**config.mk**
```make
export PLATFORM = sky130hd
export DESIGN_NAME = ledseq_top
export DESIGN_NICKNAME = d
export VERILOG_FILES = /design/src/hdl/ledseq_pkg.sv /design/src/hdl/ledseq_timer.sv /design/src/hdl/ledseq_top.sv
export SDC_FILE = /design/constraint.sdc
export NUM_CORES = 1
export LEC_CHECK = 0
export BUFFER_PORTS_ARGS = -buffer_cell sky130_fd_sc_hd__buf_2
export CAP_MARGIN = 20
export CORE_MARGIN = 1.5
export CORE_UTILIZATION = 58
export DETAILED_ROUTE_END_ITERATION = 16
export PLACE_DENSITY = 0.83
export SLEW_MARGIN = 40
export SYNTH_ARGS = -nofsm -noshare
export SYNTH_HDL_FRONTEND = slang
export SYNTH_SLANG_ARGS = --single-unit
```
**constraint.sdc**
```tcl
create_clock -name clk -period 6.8 [get_ports clk]
set_input_delay 0 -clock clk [delete_from_list [all_inputs] [get_ports clk]]
set_output_delay 0 -clock clk [all_outputs]
set_load 0.005 [all_outputs]
```
**src/hdl/ledseq_pkg.sv**
```systemverilog
// Shared constants and carriers for the front-panel LED sequencer.
package ledseq_pkg;

    // ------------------------------------------------------------
    // Timing
    // ------------------------------------------------------------
    localparam int unsigned CLK_HZ        = 50_000_000;
    localparam int unsigned STEP_TIME_MS  = 100;
    localparam int unsigned BLINK_TIME_MS = 250;
    localparam int unsigned ADDR_TIME_MS  = 2000;
    localparam int unsigned MS_DIV        = 1000;
    localparam int unsigned STEP_CYC      = STEP_TIME_MS * (CLK_HZ / MS_DIV);
    localparam int unsigned BLINK_CYC     = BLINK_TIME_MS * (CLK_HZ / MS_DIV);
    localparam int unsigned ADDR_CYC      = ADDR_TIME_MS * (CLK_HZ / MS_DIV);

    // ------------------------------------------------------------
    // Geometry
    // ------------------------------------------------------------
    localparam int unsigned NUM_CHAN = 8;
    localparam int unsigned NUM_LEDS = 18;
    localparam int unsigned TMR_W    = 32;

    // ------------------------------------------------------------
    // Register map
    // ------------------------------------------------------------
    localparam logic [7:0] CTRL_OFFS   = 8'h00;
    localparam logic [7:0] STATUS_OFFS = 8'h04;
    localparam logic [7:0] LEDS_OFFS   = 8'h08;
    localparam logic [2:0] CTRL_RESET  = 3'h0;
    localparam int unsigned CTRL_CONFIGURED_BIT = 0;
    localparam int unsigned CTRL_DISABLE_BIT    = 1;
    localparam int unsigned CTRL_LOW_POWER_BIT  = 2;
    localparam int unsigned STAT_POWERUP_BIT    = 0;
    localparam int unsigned STAT_ADDR_BIT       = 1;
    localparam int unsigned STAT_RUN_BIT        = 2;
    localparam int unsigned STAT_ADDR_LSB       = 8;

    // ------------------------------------------------------------
    // Carriers
    // ------------------------------------------------------------
    typedef struct packed {
        logic                power;
        logic                fault;
        logic [NUM_CHAN-1:0] red;
        logic [NUM_CHAN-1:0] amber;
    } ledseq_leds_s;

    typedef struct packed {
        logic                watchdog_fail;
        logic [NUM_CHAN-1:0] active;
        logic [NUM_CHAN-1:0] fault;
        logic [NUM_CHAN-1:0] unconfigured;
    } ledseq_chan_s;

    typedef enum logic [2:0] {
        SEQ_POWERUP,
        SEQ_RED_ON,
        SEQ_RED_OFF,
        SEQ_AMB_ON,
        SEQ_AMB_OFF,
        SEQ_ADDR,
        SEQ_RUN
    } ledseq_state_e;

endpackage : ledseq_pkg

```
**src/hdl/ledseq_timer.sv**
```systemverilog
// Interval timer that pulses once every limit cycles.
`timescale 1ns/1ps
module ledseq_timer #(
    parameter int unsigned W = 32
) (
    input  wire logic         clk,
    input  wire logic         reset_n,
    input  wire logic         ce,
    input  wire logic [W-1:0] limit,
    output logic              tick
);
    logic [W-1:0] cnt_q;
    logic         tick_q;
    wire  logic   at_end = (cnt_q >= limit - W'(1));

    // The compare is >= so a shrinking limit never lets the count run away.
    always_ff @(posedge clk) begin
        if (!reset_n) begin
            cnt_q  <= '0;
            tick_q <= 1'b0;
        end else if (ce) begin
            cnt_q  <= at_end ? '0 : cnt_q + W'(1);
            tick_q <= at_end;
        end
    end

    assign tick = tick_q;
endmodule : ledseq_timer

```
**src/hdl/ledseq_top.sv**
```systemverilog
// Front-panel LED sequencer with lamp test, address display and status display.
`timescale 1ns/1ps
// What this block does
// - Drives eighteen LEDs: device power, device fault, eight red, eight amber.
// - After reset, device power and fault LEDs light before the channel test.
// - Red channel LEDs turn on one by one, channel 1 to 8, staying lit.
// - After channel 8 red lights, reds turn off one by one, 1 to 8.
// - Amber channel LEDs then get the same ascending on-then-off walk.
// - Address switches then show on red LEDs, switch n on channel n.
// - The address pattern stays for two seconds.
// - Device fault LED turns off when address display ends.
// - Afterwards show unconfigured or normal display per configuration status.
// - Unconfigured display flashes all eight amber LEDs together.
// - Device power LED is lit whenever powered.
// - Device fault LED steady when disabled or watchdog failed.
// - Device fault LED stays steadily lit through the whole power-up sequence.
// - Normal display: red LED steady while channel input closed or output active.
// - Amber LED blinks on low power or channel not configured.
// - Amber LED steady while channel reports a fault.
module ledseq_top #(
    parameter int unsigned STEP_CYCLES  = ledseq_pkg::STEP_CYC,
    parameter int unsigned BLINK_CYCLES = ledseq_pkg::BLINK_CYC,
    parameter int unsigned ADDR_CYCLES  = ledseq_pkg::ADDR_CYC
) (
    input  wire logic                    clk,
    input  wire logic                    reset_n,
    input  wire logic                    ce,
    input  wire logic                    wb_cyc_i,
    input  wire logic                    wb_stb_i,
    input  wire logic                    wb_we_i,
    input  wire logic [7:0]              wb_adr_i,
    input  wire logic [3:0]              wb_sel_i,
    input  wire logic [31:0]             wb_dat_i,
    output logic      [31:0]             wb_dat_o,
    output logic                         wb_ack_o,
    input  wire logic [7:0]              addr_switch,
    input  wire ledseq_pkg::ledseq_chan_s chan_status,
    output ledseq_pkg::ledseq_leds_s     leds
);
    // ------------------------------------------------------------
    // Helpers
    // ------------------------------------------------------------
    function automatic logic [7:0] mask_upto(input logic [2:0] idx);
        logic [7:0] m;
        m = 8'h00;
        for (int i = 0; i < 8; i++) begin
            m[i] = (3'(i) <= idx);
        end
        return m;
    endfunction : mask_upto

    // ------------------------------------------------------------
    // State
    // ------------------------------------------------------------
    ledseq_pkg::ledseq_state_e state_q;
    ledseq_pkg::ledseq_state_e state_d;
    logic [2:0]                idx_q;
    logic [2:0]                idx_d;
    logic [7:0]                sw_meta_q;
    logic [7:0]                sw_sync_q;
    logic [7:0]                addr_q;
    logic                      blink_q;
    logic [2:0]                ctrl_q;
    logic                      ack_q;
    logic [31:0]               rdata_q;
    ledseq_pkg::ledseq_leds_s  leds_q;
    ledseq_pkg::ledseq_leds_s  leds_d;
    logic                      step_tick;
    logic                      blink_tick;

    // ------------------------------------------------------------
    // Timers
    // ------------------------------------------------------------
    // Long counts are parameters so that simulation can shorten them.
    wire logic [31:0] seq_limit = (state_q == ledseq_pkg::SEQ_ADDR)
                                  ? ADDR_CYCLES : STEP_CYCLES;

    ledseq_timer #(.W(ledseq_pkg::TMR_W)) u_step_timer (
        .clk     (clk),
        .reset_n (reset_n),
        .ce      (ce),
        .limit   (seq_limit),
        .tick    (step_tick)
    );

    ledseq_timer #(.W(ledseq_pkg::TMR_W)) u_blink_timer (
        .clk     (clk),
        .reset_n (reset_n),
        .ce      (ce),
        .limit   (BLINK_CYCLES),
        .tick    (blink_tick)
    );

    // ------------------------------------------------------------
    // Sequencing
    // ------------------------------------------------------------
    wire logic walk_state = (state_q == ledseq_pkg::SEQ_RED_ON)
                          || (state_q == ledseq_pkg::SEQ_RED_OFF)
                          || (state_q == ledseq_pkg::SEQ_AMB_ON)
                          || (state_q == ledseq_pkg::SEQ_AMB_OFF);
    wire logic walk_last  = walk_state && (idx_q == 3'h7);

    always_comb begin
        state_d = state_q;
        idx_d   = idx_q;
        if (step_tick) begin
            if (walk_state && !walk_last) begin
                idx_d = idx_q + 3'h1;
            end else begin
                idx_d = 3'h0;
                case (state_q)
                    ledseq_pkg::SEQ_POWERUP: state_d = ledseq_pkg::SEQ_RED_ON;
                    ledseq_pkg::SEQ_RED_ON:  state_d = ledseq_pkg::SEQ_RED_OFF;
                    ledseq_pkg::SEQ_RED_OFF: state_d = ledseq_pkg::SEQ_AMB_ON;
                    ledseq_pkg::SEQ_AMB_ON:  state_d = ledseq_pkg::SEQ_AMB_OFF;
                    ledseq_pkg::SEQ_AMB_OFF: state_d = ledseq_pkg::SEQ_ADDR;
                    ledseq_pkg::SEQ_ADDR:    state_d = ledseq_pkg::SEQ_RUN;
                    ledseq_pkg::SEQ_RUN:     state_d = ledseq_pkg::SEQ_RUN;
                    default:                 state_d = ledseq_pkg::SEQ_POWERUP;
                endcase
            end
        end
    end

    wire logic enter_addr = (state_q == ledseq_pkg::SEQ_AMB_OFF)
                          && (state_d == ledseq_pkg::SEQ_ADDR);

    always_ff @(posedge clk) begin
        if (!reset_n) begin
            state_q <= ledseq_pkg::SEQ_POWERUP;
            idx_q   <= 3'h0;
        end else if (ce) begin
            state_q <= state_d;
            idx_q   <= idx_d;
        end
    end

    // The first stage feeds only the second; the address is latched once.
    always_ff @(posedge clk) begin
        if (!reset_n) begin
            sw_meta_q <= 8'h00;
            sw_sync_q <= 8'h00;
            addr_q    <= 8'h00;
        end else if (ce) begin
            sw_meta_q <= addr_switch;
            sw_sync_q <= sw_meta_q;
            if (enter_addr) begin
                addr_q <= sw_sync_q;
            end
        end
    end

    always_ff @(posedge clk) begin
        if (!reset_n) begin
            blink_q <= 1'b0;
        end else if (ce && blink_tick) begin
            blink_q <= !blink_q;
        end
    end

    // ------------------------------------------------------------
    // LED drive
    // ------------------------------------------------------------
    wire logic       sw_configured = ctrl_q[ledseq_pkg::CTRL_CONFIGURED_BIT];
    wire logic       sw_disable    = ctrl_q[ledseq_pkg::CTRL_DISABLE_BIT];
    wire logic       low_power     = ctrl_q[ledseq_pkg::CTRL_LOW_POWER_BIT];
    wire logic       dev_bad       = sw_disable || chan_status.watchdog_fail;
    wire logic [7:0] walk_mask     = mask_upto(idx_q);
    wire logic [7:0] blink_vec     = {8{blink_q}};
    wire logic [7:0] amber_run     = chan_status.fault
                                   | ((chan_status.unconfigured
                                       | {8{low_power}}) & blink_vec);

    always_comb begin
        leds_d       = '0;
        leds_d.power = 1'b1;
        leds_d.fault = 1'b1;
        case (state_q)
            ledseq_pkg::SEQ_POWERUP: leds_d.red   = 8'h00;
            ledseq_pkg::SEQ_RED_ON:  leds_d.red   = walk_mask;
            ledseq_pkg::SEQ_RED_OFF: leds_d.red   = ~walk_mask;
            ledseq_pkg::SEQ_AMB_ON:  leds_d.amber = walk_mask;
            ledseq_pkg::SEQ_AMB_OFF: leds_d.amber = ~walk_mask;
            ledseq_pkg::SEQ_ADDR:    leds_d.red   = addr_q;
            ledseq_pkg::SEQ_RUN: begin
                leds_d.fault = dev_bad;
                if (sw_configured) begin
                    leds_d.red   = chan_status.active;
                    leds_d.amber = amber_run;
                end else begin
                    leds_d.amber = blink_vec;
                end
            end
            default: leds_d.red = 8'h00;
        endcase
    end

    always_ff @(posedge clk) begin
        if (!reset_n) begin
            leds_q <= '0;
        end else if (ce) begin
            leds_q <= leds_d;
        end
    end

    assign leds = leds_q;

    // ------------------------------------------------------------
    // Register bus
    // ------------------------------------------------------------
    wire logic        bus_req   = wb_cyc_i && wb_stb_i && !ack_q;
    wire logic        hit_ctrl  = (wb_adr_i == ledseq_pkg::CTRL_OFFS);
    wire logic        hit_stat  = (wb_adr_i == ledseq_pkg::STATUS_OFFS);
    wire logic        hit_leds  = (wb_adr_i == ledseq_pkg::LEDS_OFFS);
    wire logic        ctrl_wr   = bus_req && wb_we_i && hit_ctrl && wb_sel_i[0];
    wire logic        in_pwrup  = (state_q != ledseq_pkg::SEQ_RUN);
    wire logic [31:0] stat_word = {16'h0000, addr_q, 5'h00,
                                   (state_q == ledseq_pkg::SEQ_RUN),
                                   (state_q == ledseq_pkg::SEQ_ADDR),
                                   in_pwrup};
    wire logic [31:0] leds_word = {14'h0000, leds_q};
    wire logic [31:0] rdata_d   = hit_ctrl ? {29'h0, ctrl_q}
                                : hit_stat ? stat_word
                                : hit_leds ? leds_word
                                : 32'h0000_0000;

    // Unmapped addresses still acknowledge, reading zero and dropping writes.
    always_ff @(posedge clk) begin
        if (!reset_n) begin
            ack_q   <= 1'b0;
            rdata_q <= 32'h0000_0000;
            ctrl_q  <= ledseq_pkg::CTRL_RESET;
        end else if (ce) begin
            ack_q   <= bus_req;
            rdata_q <= bus_req ? rdata_d : 32'h0000_0000;
            if (ctrl_wr) begin
                ctrl_q <= wb_dat_i[2:0];
            end
        end
    end

    assign wb_ack_o = ack_q;
    assign wb_dat_o = rdata_q;
endmodule : ledseq_top
```
### Word-level counts from Yosys, hierarchy flattened

Index checks and enable logic that the tools add are counted.

* $add $sub $neg: 4
* order comparisons: 10
* equality and inequality tests: 11
* mux-type cells: 16
* bitwise operators: 4
* reduce and logical (&&, ||, !) cells: 22

Operators with widths (number)
* two-way mux 18 bit: 4
* adder 32 x 1 -> 32 bit (second input constant): 2
* two-way mux 32 bit: 2
* greater-or-equal comparator 32 x 24 -> 1 bit (second input constant): 1
* greater-or-equal comparator 32 bit: 1
* case mux 8 bit (4 select lines): 1
* subtractor 27 x 1 -> 28 bit (second input constant): 1
* two-way mux 27 bit: 1
* case mux 8 bit (3 select lines): 1
* case mux 3 bit (6 select lines): 1
* two-way mux 8 bit: 2
* OR 8 bit: 2
* == test 3 bit (second input constant): 5
* <= comparator 3 bit (first input constant): 4
* logical AND 1 bit: 9
* two-way mux 3 bit: 3
* bitwise AND 8 bit: 1
* == test 8 x 3 -> 1 bit (second input constant): 1
* == test 8 x 4 -> 1 bit (second input constant): 1
* logical NOT 8 bit: 1
* inverter 8 bit: 1
* == test 3 x 2 -> 1 bit (second input constant): 2
* <= comparator 1 x 3 -> 1 bit (first input constant): 2
* <= comparator 2 x 3 -> 1 bit (first input constant): 2
* 9 further kinds: 16

* register bits after elaboration: 151
* input port bits: 83
* logic and storage cells: 84

### Logic depth before layout (Yosys ltp)

Gate-level depths: netlist of run 1.

* depth in word-level cells: 12
* mapped depth: 10
* mapped depth without buffers: 8

### Modules after synthesis

Synthesis of run 1 repeated with hierarchy kept, for this count alone.

* cells, all modules: 1050
* area total of the unflattened synthesis: 8777.2 sq um

Modules (own cells, without submodules)
* ledseq_top: times used 1, cells each 398, area each 3449.6 sq um, sequential area each 1421.4 sq um
* ledseq_timer at u_blink_timer: times used 1, cells each 329, area each 2681.3 sq um, sequential area each 660.6 sq um
* ledseq_timer at u_step_timer: times used 1, cells each 323, area each 2646.3 sq um, sequential area each 660.6 sq um

### Worst setup path after synthesis of run 1

OpenSTA, ideal clock, no wires.

* path type: reg2reg
* start: reg state_q[2]
* end: reg u_step_timer.cnt_q[18]
* data arrival time: 2.407 ns
* path slack: 4.247 ns
* cell stages (with the launch flop): 11
* period minus slack after synthesis: 2.553 ns
* path through: dfxtp_1 > and3b_1 > buf_2 > inv_2 > ha_1 > nand3b_1 > nor4_2 > o2111ai_1 > o21ai_4 > buf_6 > a211oi_2

* longest elaborated chain between the ends: 5

Ends and longest elaborated chain
* start: declaration: RTL line ledseq_top.sv:55 `ledseq_pkg::ledseq_state_e state_q;`
* start signal: assignment: RTL line ledseq_top.sv:130 `state_q <= ledseq_pkg::SEQ_POWERUP;`
* start signal: assignment: RTL line ledseq_top.sv:133 `state_q <= state_d;`
* == test 3 bit: RTL line ledseq_top.sv:75 `wire logic [31:0] seq_limit = (state_q == ledseq_pkg::SEQ_ADDR)`
* two-way mux 27 bit: RTL line ledseq_top.sv:76 `? ADDR_CYCLES : STEP_CYCLES;`
* subtractor 27 x 1 -> 28 bit: RTL line ledseq_timer.sv:14 `wire logic at_end = (cnt_q >= limit - W'(1));`
* greater-or-equal comparator 32 bit: RTL line ledseq_timer.sv:14
* two-way mux 32 bit: RTL line ledseq_timer.sv:22 `cnt_q <= at_end ? '0 : cnt_q + W'(1);`
* end signal: assignment: RTL line ledseq_timer.sv:22
* end: declaration: RTL line ledseq_timer.sv:12 `logic [W-1:0] cnt_q;`

No other way between the ends.
A chain may end at the register's enable or synchronous reset.

### Worst setup path in the final report of run 1

* start: reg state_q[2]
* end: reg u_step_timer.cnt_q[31]

Same word-level chain as after synthesis.

==> results of run 1 <==
## worst paths after layout
kind,cells after the start,end,slack (ns),start
worst min register to register,2,u_blink_timer.tick,0.48,u_blink_timer.tick
worst min-delay path,4,leds[0],0.01,chan_status[8]
worst max-delay path,9,u_step_timer.cnt_q[31],2.80,state_q[2]
worst max register to register,9,u_step_timer.cnt_q[31],2.80,state_q[2]
## what timing repair did
item / in CTS / in global routing
endpoints found under the setup margin: 0 / 0
hold buffers: 19 / 0
endpoints found under the hold margin: 29 / 0
resized for setup: 0 / 0
## area by class of cell
| cell class | instances | area [um2] | share of cell area [%] |
|---|---|---|---|
| Clock inverter | 10 | 117.6 | 1.451 |
| Multi-Input combinational cell | 588 | 3851 | 47.51 |
| Sequential cell | 137 | 2743 | 33.84 |
| Clock buffer | 22 | 474.2 | 5.851 |
| Tap cell | 143 | 178.9 | 2.207 |
| Inverter | 15 | 56.30 | 0.6947 |
| Timing Repair Buffer | 112 | 684.4 | 8.444 |
## per-stage QoR
step | hold slack (ns) | utilization [%]
4_1_cts | 0.009667 | 70.35
3_3_place_gp | 0.2359 | 63.32
3_5_place_dp | 0.2438 | 63.56
2_1_floorplan | 0.1439 | -
5_1_grt | 0.02701 | 70.38
6_report | 0.01312 | 70.38
## critical path: stages (launching register included)
cell and delay (ns):
dfxtp_1 0.82, and3b_1 0.52, inv_2 0.24, ha_1 0.35, nand2_1 0.07, a2111oi_0 0.59
o2111ai_1 0.32, o21ai_4 0.59, buf_8 0.25, a211oi_1 0.09
## placed cells by master (no fill, tap or decap), types with 21 or more instances in the layout
cell and instances:
a21oi_1 31, buf_2 86, dfxtp_1 137, mux2i_1 33
nand2_1 64, nand3_1 26, nor2_1 108, nor3_1 21
o21ai_0 22, xnor2_1 30, xor2_1 26
## power by group
part | total, mW | switching (mW) | internal (mW) | leakage (nW)
clock network | 0.926 | 0.356 | 0.570 | 0.290
logic | 0.0951 | 0.0544 | 0.0408 | 1.77
registers | 0.827 | 0.0113 | 0.816 | 1.11
total | 1.85 | 0.422 | 1.43 | 3.17
## cells by family (layout without fill, tap and decap cells)
kind of cell / Yosys count / in the layout / share of synthesized area [%]
DFF: 137 / 137 / 39.74
AOI/OAI and AO/OA: 158 / 158 / 17.98
xor gates and xnor gates: 56 / 56 / 7.107
muxes: 34 / 34 / 4.949
other: 1 / 14 / 0.05434
and+or+nand+nor: 310 / 310 / 21.95
buffers and inverters: 80 / 159 / 5.348
adders and majority gates: 16 / 16 / 2.864
## state kept, by name (all words and copies together) (netlist names)
register,cells
addr_q,8
blink_q,1
ctrl_q,3
idx_q,3
leds,18
state_q,3
sw_meta_q,8
sw_sync_q,8
u_blink_timer.cnt_q,32
u_blink_timer.tick,1
u_step_timer.cnt_q,32
u_step_timer.tick,1
wb_ack_o,1
wb_dat_o,18
## per-layer routing
metal	routed length, um	part of all wire, %	up-vias	GRT usage [%]
li1	-	-	2999	-
met1	7217	41	3042	34.05
met5	0	0	-	0
met4	366	2.1	0	11.22
met2	8869	50	250	49.53
met3	1152	6.5	39	6.803
==> run metrics, run 1 <==
status=finished with violations; failing checks=DRC; Critical Path Start Type=flip-flop; Synth cell types=63; # nets final=approximately 970; top-area cell type share of the netlist area=roughly two fifths; Detailed Place HPWL=11.59 mm; Tcrit/Tclk final=between 50% and 60%; row cnt=39; Post-synth top flop=dfxtp_1; non-filler cells, final=1,027; Max Cap Viol=0; Peak VDD IR=189.5 uV; pre-CTS setup slack=2.899 ns; Crit Path Class=flip-flop to flip-flop; first-pass GRT wire length=28.99 mm; Final Hold Viols=0; sequential area share after synthesis=about 40%; Post-CTS Setup Inserts=0; Final Max Slew Viols=0; ant diodes=0; TNS Setup=0 ns; maximum clock path buffer count=2; grt total ovfl=0; Starting Density=59.93%; vias in the first global route=6,067; count leader, synth=dfxtp_1; initial antenna violation count=0; DRC errors left=4; leading area contributor after synthesis=dfxtp_1; share of cells above drive strength 1=a little under a fifth; GRT Util Overall=28.46%; slew margin rel.=45.70%; Post-DP Area=roughly 7300 um2; I/O Buffers=87; Max FO, Critical Path=24; post-layout worst setup margin=2.801 ns; CTS root buf=clkbuf_16; Final Skew=about 0.015 ns; fmax=0.2500 GHz; Avg Cell Area, Syn=roughly 8.7 um2; top cells by area in the synthesized netlist=dfxtp_1 (40%), nor2_1 (5.9%), mux2i_1 (4.8%), xnor2_1 (3.8%), nand2_1 (3.5%); synth-to-layout area growth=17.44%; CTS Sinks=137; H-tree lvl count=4; Die Y=between 100 and 150 um; CTS tree=done; Yosys reg bits=137; 1st-pass router iterations=12; Slew @ Worst Pin=slightly above 0.8 ns; DR WL/cell=around 17 um; DR vias/cell=about 6.2; RSZ-0062 raised after global routing=false; Fillers=around 900; largest net degree at the start of global routing=74; drt total wl=about 18 mm; Hold Crit Class=primary input to flip-flop; pwr dens=228.1 nW/um2; Pleak=3.172 nW; number of synthesized flops with an enable pin=0; share of flip-flops with an asynchronous set or reset=0%; core area=about 12,000 um2; clock slew at reported path FFs=approximately 0.060 ns; vias=6,330; synth cell count leaders=dfxtp_1 (137), nor2_1 (108), nand2_1 (64); final instance area=8105 um2; placed cell count=about 980; Arr. time, crit path=about 4.3 ns; total die area=12,560 um2; Yosys warnings=0; post-route antenna net violation count=0; insertion delay to the later sink of the worst-skew pair=about 0.43 ns; I/O pin count=134; Netlist Area Pre-Place=6902 um2; number of buffers created by CTS=17; Final setup viols=0; Critical Path Sink Type=flip-flop; Mapped Cells=792; CP required=7.07 ns; GP Congestion=0.8522; DR iter-0 viols=420; fin crit period=around 4 ns; post-layout power=1.849 mW; die width=112.1 um
No activity file was read; power rests on OpenSTA's default activity.
==> run 2, diff against run 1 <==
- CORE_UTILIZATION: 58 -> 50
- PLACE_DENSITY: 0.83 -> 0.76
- clock period: 6.8 -> 3.49 ns (I/O delays scaled with it)
==> run 2 against run 1 <==
  * The run now ends clean
  * Die area up 16%
  * Non-clock buffer count grew 6
  * Power up 96%
  * Critical path depth is the same
  * Combinational power is 95% higher
  * Global-route usage is 4.5 points lower
  * Critical endpoint is now u_step_timer.cnt_q[10]
  * Largest power group unchanged
  * Register-to-register slack lost 2.3 ns
==> run metrics, run 2 (synthesis gave the netlist of run 1 again) <==
RSZ-0062 raised after global routing=false (unchanged); GP Congestion=0.9100 (was 0.8522); core area=13,350 um2 (was 11,520 um2); total die area=14,520 um2 (was 12,560 um2); 1st-pass router iterations=7 (was 12); Starting Density=51.71% (was 59.93%); insertion delay to the later sink of the worst-skew pair=0.42 ns (was 0.43 ns); pre-CTS setup slack=0.5578 ns (was 2.899 ns); Final Skew=0.009334 ns (was 0.01500 ns); row cnt=42 (was 39); Arr. time, crit path=3.32 ns (was 4.27 ns); I/O Buffers=87 (unchanged); Slew @ Worst Pin=0.7950 ns (was 0.8083 ns); GRT Util Overall=23.96% (was 28.46%); CTS root buf=clkbuf_16 (unchanged); largest net degree at the start of global routing=64 (was 74); grt total ovfl=0 (unchanged); Max Cap Viol=0 (unchanged); fmax=0.3300 GHz (was 0.2500 GHz); Die Y=120.5 um (was 112.1 um); ant diodes=0 (unchanged); Buffers & Inverters on Critical Path=2 (unchanged); DRC errors left=0 (was 4); DR vias/cell=5.729 (was 6.164); max incr delay on CP=0.60 ns (was 0.82 ns); DR WL/cell=15.71 um (was 17.14 um); Top Usage Layer GRT=met2 (unchanged); reg2reg end=u_step_timer.cnt_q[10] (was u_step_timer.cnt_q[31]); Hold Crit Class=primary input to flip-flop (unchanged); initial antenna violation count=0 (unchanged); CTS tree=done (unchanged); Pleak=3.193 nW (was 3.172 nW); CTS Sinks=137 (unchanged); Post-CTS Setup Inserts=0 (unchanged); I/O pin count=134 (unchanged); H-tree lvl count=4 (unchanged); CP required=3.78 ns (was 7.07 ns); Worst R2R Setup Slack=0.46 ns (was 2.80 ns); status=completed (was finished with violations); drt total wl=16.72 mm (was 17.61 mm); Final Hold Viols=0 (unchanged); largest registers=u_blink_timer.cnt_q (32), u_step_timer.cnt_q (32) (unchanged); synth-to-layout area growth=18.56% (was 17.44%); Crit Path Class=flip-flop to flip-flop (unchanged); post-layout worst setup margin=0.4597 ns (was 2.801 ns); Critical Path Sink Type=flip-flop (unchanged); Hold Path Stages=4 (unchanged); Peak VDD IR=330.5 uV (was 189.5 uV); worst r2r path cells=9 (unchanged); Critical Path Start Type=flip-flop (unchanged); first-pass GRT wire length=27.83 mm (was 28.99 mm); commonest non-fill, non-tap cell in the layout=dfxtp_1 (unchanged); number of buffers created by CTS=17 (unchanged); die width=120.5 um (was 112.1 um); most frequent cells in the layout=dfxtp_1 (137), nor2_1 (108), buf_2 (86) (unchanged); Final Max Slew Viols=0 (unchanged); GR Util met2=38.32% (was 49.53%); Fillers=1,160 (was 881); RR Startpoint=state_q[0] (was state_q[2]); met1 usage=31.89% (was 34.05%); # nets final=975 (was 969); crit path launch=state_q[0] (was state_q[2]); clock slew at reported path FFs=0.06 ns (about the same); CP delay by family, top=simple AND/OR/NAND/NOR gates (was compound AO/OA/AOI/OAI gates); stages on the worst setup path=9 (unchanged); worst path cell trace=and3b_1 -> inv_2 -> ha_1 -> nand3b_1 -> nor4_2 -> o2111ai_1 -> o21ai_4 -> buf_4 -> a211oi_1 (was and3b_1 -> inv_2 -> ha_1 -> nand2_1 -> a2111oi_0 -> o2111ai_1 -> o21ai_4 -> buf_8 -> a211oi_1); met3 Use GR=5.660% (was 6.803%); fin crit period=3.030 ns (was 3.999 ns); slew margin rel.=46.59% (was 45.70%); Worst Setup EP=u_step_timer.cnt_q[10] (was u_step_timer.cnt_q[31]); Tcrit/Tclk final=86.83% (was 58.81%); Max FO, Critical Path=15 (was 24); pwr dens=443.0 nW/um2 (was 228.1 nW/um2); Detailed Place HPWL=11.36 mm (was 11.59 mm); vias in the first global route=5,664 (was 6,067); post-route antenna net violation count=0 (unchanged); maximum clock path buffer count=2 (unchanged); TNS Setup=0 ns (unchanged); share of cells above drive strength 1=18.92% (was 18.10%); DR iter-0 viols=428 (was 420); vias=6,096 (was 6,330); Slowest-stage cell, CP=dfxtp_1 (unchanged); Final setup viols=0 (unchanged)
run 2: metrics by stage:
stage	total power [mW]	util [%]	area (um2)	cells	hold slack (ns)
3_3_place_gp	1.811	55.54	7413	1018	0.2315
5_1_grt	3.742	61.30	8183	1064	0.04154
6_report	3.625	61.30	8183	1064	0.01086
2_1_floorplan	1.755	-	6950	805	0.1439
3_5_place_dp	1.815	55.59	7420	1018	0.2423
4_1_cts	3.639	61.30	8183	1064	0.009749
run 2: worst min-delay path by stage:
stage              endpoint             from  slack, ns
2_1_floorplan     ctrl_q[0]      wb_dat_i[0]       0.14
3_3_place_gp      ctrl_q[0]      wb_dat_i[0]       0.23
3_5_place_dp   sw_meta_q[7]   addr_switch[7]       0.24
4_1_cts             leds[9]  chan_status[17]       0.01
5_1_grt             leds[9]  chan_status[17]       0.04
6_report            leds[9]  chan_status[17]       0.01
run 2: metal layers:
layer | vias to the layer above | share of wire, %
li1 | 3009 | -
met4 | 0 | 1.7
met1 | 2885 | 46
met3 | 22 | 5.1
met2 | 180 | 47
met5 | - | 0
run 2: where the power goes:
group | switching [mW] | internal [mW] | total, mW
registers | 0.0222 | 1.59 | 1.61
logic | 0.105 | 0.0793 | 0.185
clock network | 0.673 | 1.15 | 1.83
run 2: timing repair:
| action | in CTS | in global routing |
|---|---|---|
| hold buffers | 16 | 0 |
| resized for setup | 0 | 0 |
| endpoints found under the hold margin | 16 | 0 |
run 2: worst min-delay path: cells and delay by family:
| family | cells | cell delay (ns) |
|---|---|---|
| AO/OA/AOI/OAI | 3 | 0.31 |
| buffers and inverters | 1 | 0.08 |
run 2: cell type report:
type                       instances  area, um2  area share (%)
sequential                       137       2743           33.52
multi-input combinational        588       3849           47.03
clock inverter                    10      146.4           1.789
inverter                          15      57.56          0.7034
clock buffer                      20      456.7           5.581
timing repair buffer             118      710.7           8.685
tap                              176      220.2           2.691
==> run 3, diff against run 2 <==
- CORE_UTILIZATION: 50 -> 58
- PLACE_DENSITY: 0.76 -> 0.83
- clock period: 3.49 -> 3.5 ns (I/O delays scaled with it)
==> run 3 against run 2 <==
  * Combinational power increased by 3%
  * Via count increased by 4.0%
  * Fmax increased by 1.7%
  * Non-clock buffer count unchanged
  * Wire length increased by 8.0%
  * Register-to-register slack improved by 0.06 ns
  * First-iteration DRC count increased by 20%
  * Cell count decreased by 2.9%
  * Clock power about the same
  * Critical path type unchanged
  * The run now ends with DRC left
  * Sequential power about the same
  * Largest cell class unchanged
==> run metrics, run 3 (synthesis gave the netlist of run 1 again) <==
worst r2r path cells=9 (unchanged); non-filler cells, final=1,033 (was 1,064); Die Y=112.1 um (was 120.5 um); DRC errors left=6 (was 0); Post-CTS Hold Buffers=18 (was 16); RSZ-0062 raised after global routing=false (unchanged); Pleak=3.197 nW (was 3.193 nW); post-route antenna net violation count=0 (unchanged); Final setup viols=0 (unchanged); Slowest-stage cell, CP=a2111oi_0 (was dfxtp_1); worst path cell trace=and3b_1 -> inv_2 -> ha_1 -> nand2_1 -> a2111oi_0 -> o2111ai_1 -> o21ai_4 -> buf_4 -> a211oi_1 (was and3b_1 -> inv_2 -> ha_1 -> nand3b_1 -> nor4_2 -> o2111ai_1 -> o21ai_4 -> buf_4 -> a211oi_1); Worst R2R Setup Slack=0.52 ns (was 0.46 ns); slew margin rel.=47.52% (was 46.59%); H-tree lvl count=4 (unchanged); CP required=3.76 ns (was 3.78 ns); CP delay by family, top=compound AO/OA/AOI/OAI gates (was simple AND/OR/NAND/NOR gates); RR Startpoint=state_q[1] (was state_q[0]); total die area=12,560 um2 (was 14,520 um2); Final Hold Viols=0 (unchanged); Tcrit/Tclk final=85.15% (was 86.83%); Crit Path Class=flip-flop to flip-flop (unchanged); maximum clock path buffer count=2 (unchanged); reg2reg end=u_step_timer.cnt_q[31] (was u_step_timer.cnt_q[10]); Hold Crit Class=primary input to flip-flop (unchanged); largest registers=u_blink_timer.cnt_q (32), u_step_timer.cnt_q (32) (unchanged); max incr delay on CP=0.56 ns (was 0.60 ns); commonest non-fill, non-tap cell in the layout=dfxtp_1 (unchanged); post-cts gate resize count=0 (unchanged); drt total wl=18.06 mm (was 16.72 mm); grt total ovfl=0 (unchanged); Critical Path Sink Type=flip-flop (unchanged); ant diodes=0 (unchanged); Starting Density=59.93% (was 51.71%); Max Cap Viol=0 (unchanged); Final Skew=0.01045 ns (was 0.009334 ns); DR vias/cell=6.137 (was 5.729); failing checks=DRC; Hold Path Stages=4 (unchanged); status=finished with violations (was completed); pwr dens=446.5 nW/um2 (was 443.0 nW/um2); TNS Setup=0 ns (unchanged); GP Congestion=0.8442 (was 0.9100); Buffers & Inverters on Critical Path=2 (unchanged); vias=6,340 (was 6,096); DR WL/cell=17.48 um (was 15.71 um); CTS tree=done (unchanged); 1st-pass router iterations=11 (was 7); CTS root buf=clkbuf_16 (unchanged); core area=11,520 um2 (was 13,350 um2); worst hold endpoint=leds[0] (was leds[9]); most frequent cells in the layout=dfxtp_1 (137), nor2_1 (108), buf_2 (86) (unchanged); Final Max Slew Viols=0 (unchanged); Peak VDD IR=397.1 uV (was 330.5 uV); Fillers=846 (was 1,160); GRT Util Overall=29.34% (was 23.96%); CTS Sinks=137 (unchanged); Detailed Place HPWL=11.68 mm (was 11.36 mm); DR iter-0 viols=515 (was 428); row cnt=39 (was 42); fmax=0.3355 GHz (was 0.3300 GHz); I/O pin count=134 (unchanged); number of buffers created by CTS=17 (unchanged); insertion delay to the later sink of the worst-skew pair=0.42 ns (about the same); first-pass GRT wire length=29.81 mm (was 27.83 mm); largest net degree at the start of global routing=56 (was 64); Critical Path Start Type=flip-flop (unchanged); clock slew at reported path FFs=0.06 ns (about the same); Arr. time, crit path=3.24 ns (was 3.32 ns); placed cell count=983 (was 1,018); Post-CTS Setup Inserts=0 (unchanged); Slew @ Worst Pin=0.7872 ns (was 0.7950 ns); I/O Buffers=87 (unchanged); fin crit period=2.980 ns (was 3.030 ns); share of cells above drive strength 1=18.76% (was 18.92%); Hold Crit Start=chan_status[8] (was chan_status[17]); die width=112.1 um (was 120.5 um); vias in the first global route=6,191 (was 5,664); Max FO, Critical Path=18 (was 15); synth-to-layout area growth=18.26% (was 18.56%); initial antenna violation count=0 (unchanged); # nets final=975 (unchanged)
[run 3: through the flow]
stage / cell area (um2) / total power, mW / util [%] / setup slack (ns) / hold WS (ns)
final: 8162 / 3.644 / 70.87 / 0.5196 / 0.01562
after global routing: 8162 / 3.747 / 70.87 / 0.3482 / 0.01978
after CTS: 8157 / 3.654 / 70.83 / 0.5537 / 0.006396
after detailed placement: 7361 / 1.808 / 63.92 / 0.6059 / 0.2449
after global placement: 7352 / 1.801 / 63.84 / 0.6761 / 0.2368
after floorplan: 6950 / 1.750 / - / 0.9467 / 0.1439
[run 3: how the worst max path moves through the flow]
| stage | startpoint | endpoint | slack, ns | cells past startpoint |
|---|---|---|---|---|
| floorplan | state_q[2] | u_step_timer.cnt_q[18] | 0.95 | 10 |
| global placement | state_q[1] | u_step_timer.cnt_q[31] | 0.68 | 9 |
| detailed placement | state_q[1] | u_step_timer.cnt_q[31] | 0.61 | 9 |
| CTS | state_q[1] | u_step_timer.cnt_q[31] | 0.55 | 9 |
| global route | state_q[1] | u_step_timer.cnt_q[31] | 0.35 | 9 |
| finish | state_q[1] | u_step_timer.cnt_q[31] | 0.52 | 9 |
[run 3: where the power goes]
group | switching, mW | internal, mW
sequential | 0.0216 | 1.59
clock | 0.669 | 1.18
combinational | 0.110 | 0.0804
[run 3: cell type report]
| class | instances | area (um2) | area share [%] |
|---|---|---|---|
| Clock buffer | 22 | 474.2 | 5.810 |
| Clock inverter | 10 | 141.4 | 1.732 |
| Inverter | 15 | 58.81 | 0.7205 |
| Multi-Input combinational cell | 588 | 3850 | 47.17 |
| Sequential cell | 137 | 2743 | 33.60 |
| Tap cell | 143 | 178.9 | 2.192 |
| Timing Repair Buffer | 118 | 715.7 | 8.769 |
[run 3: layer usage]
layer  vias to the layer above  GRT usage (%)  share of wire [%]
met5                         -              0                  0
met3                        49          6.371                5.9
met1                      3040          35.64                 41
met2                       245          50.27                 50
met4                         0          12.91                2.8
li1                       3006              -                  -
[run 3: worst min-delay path, delay by kind of cell]
family	cells	cell delay, ns
AOI/OAI and AO/OA	2	0.24
buffers and inverters	1	0.09
and+or+nand+nor	1	0.05
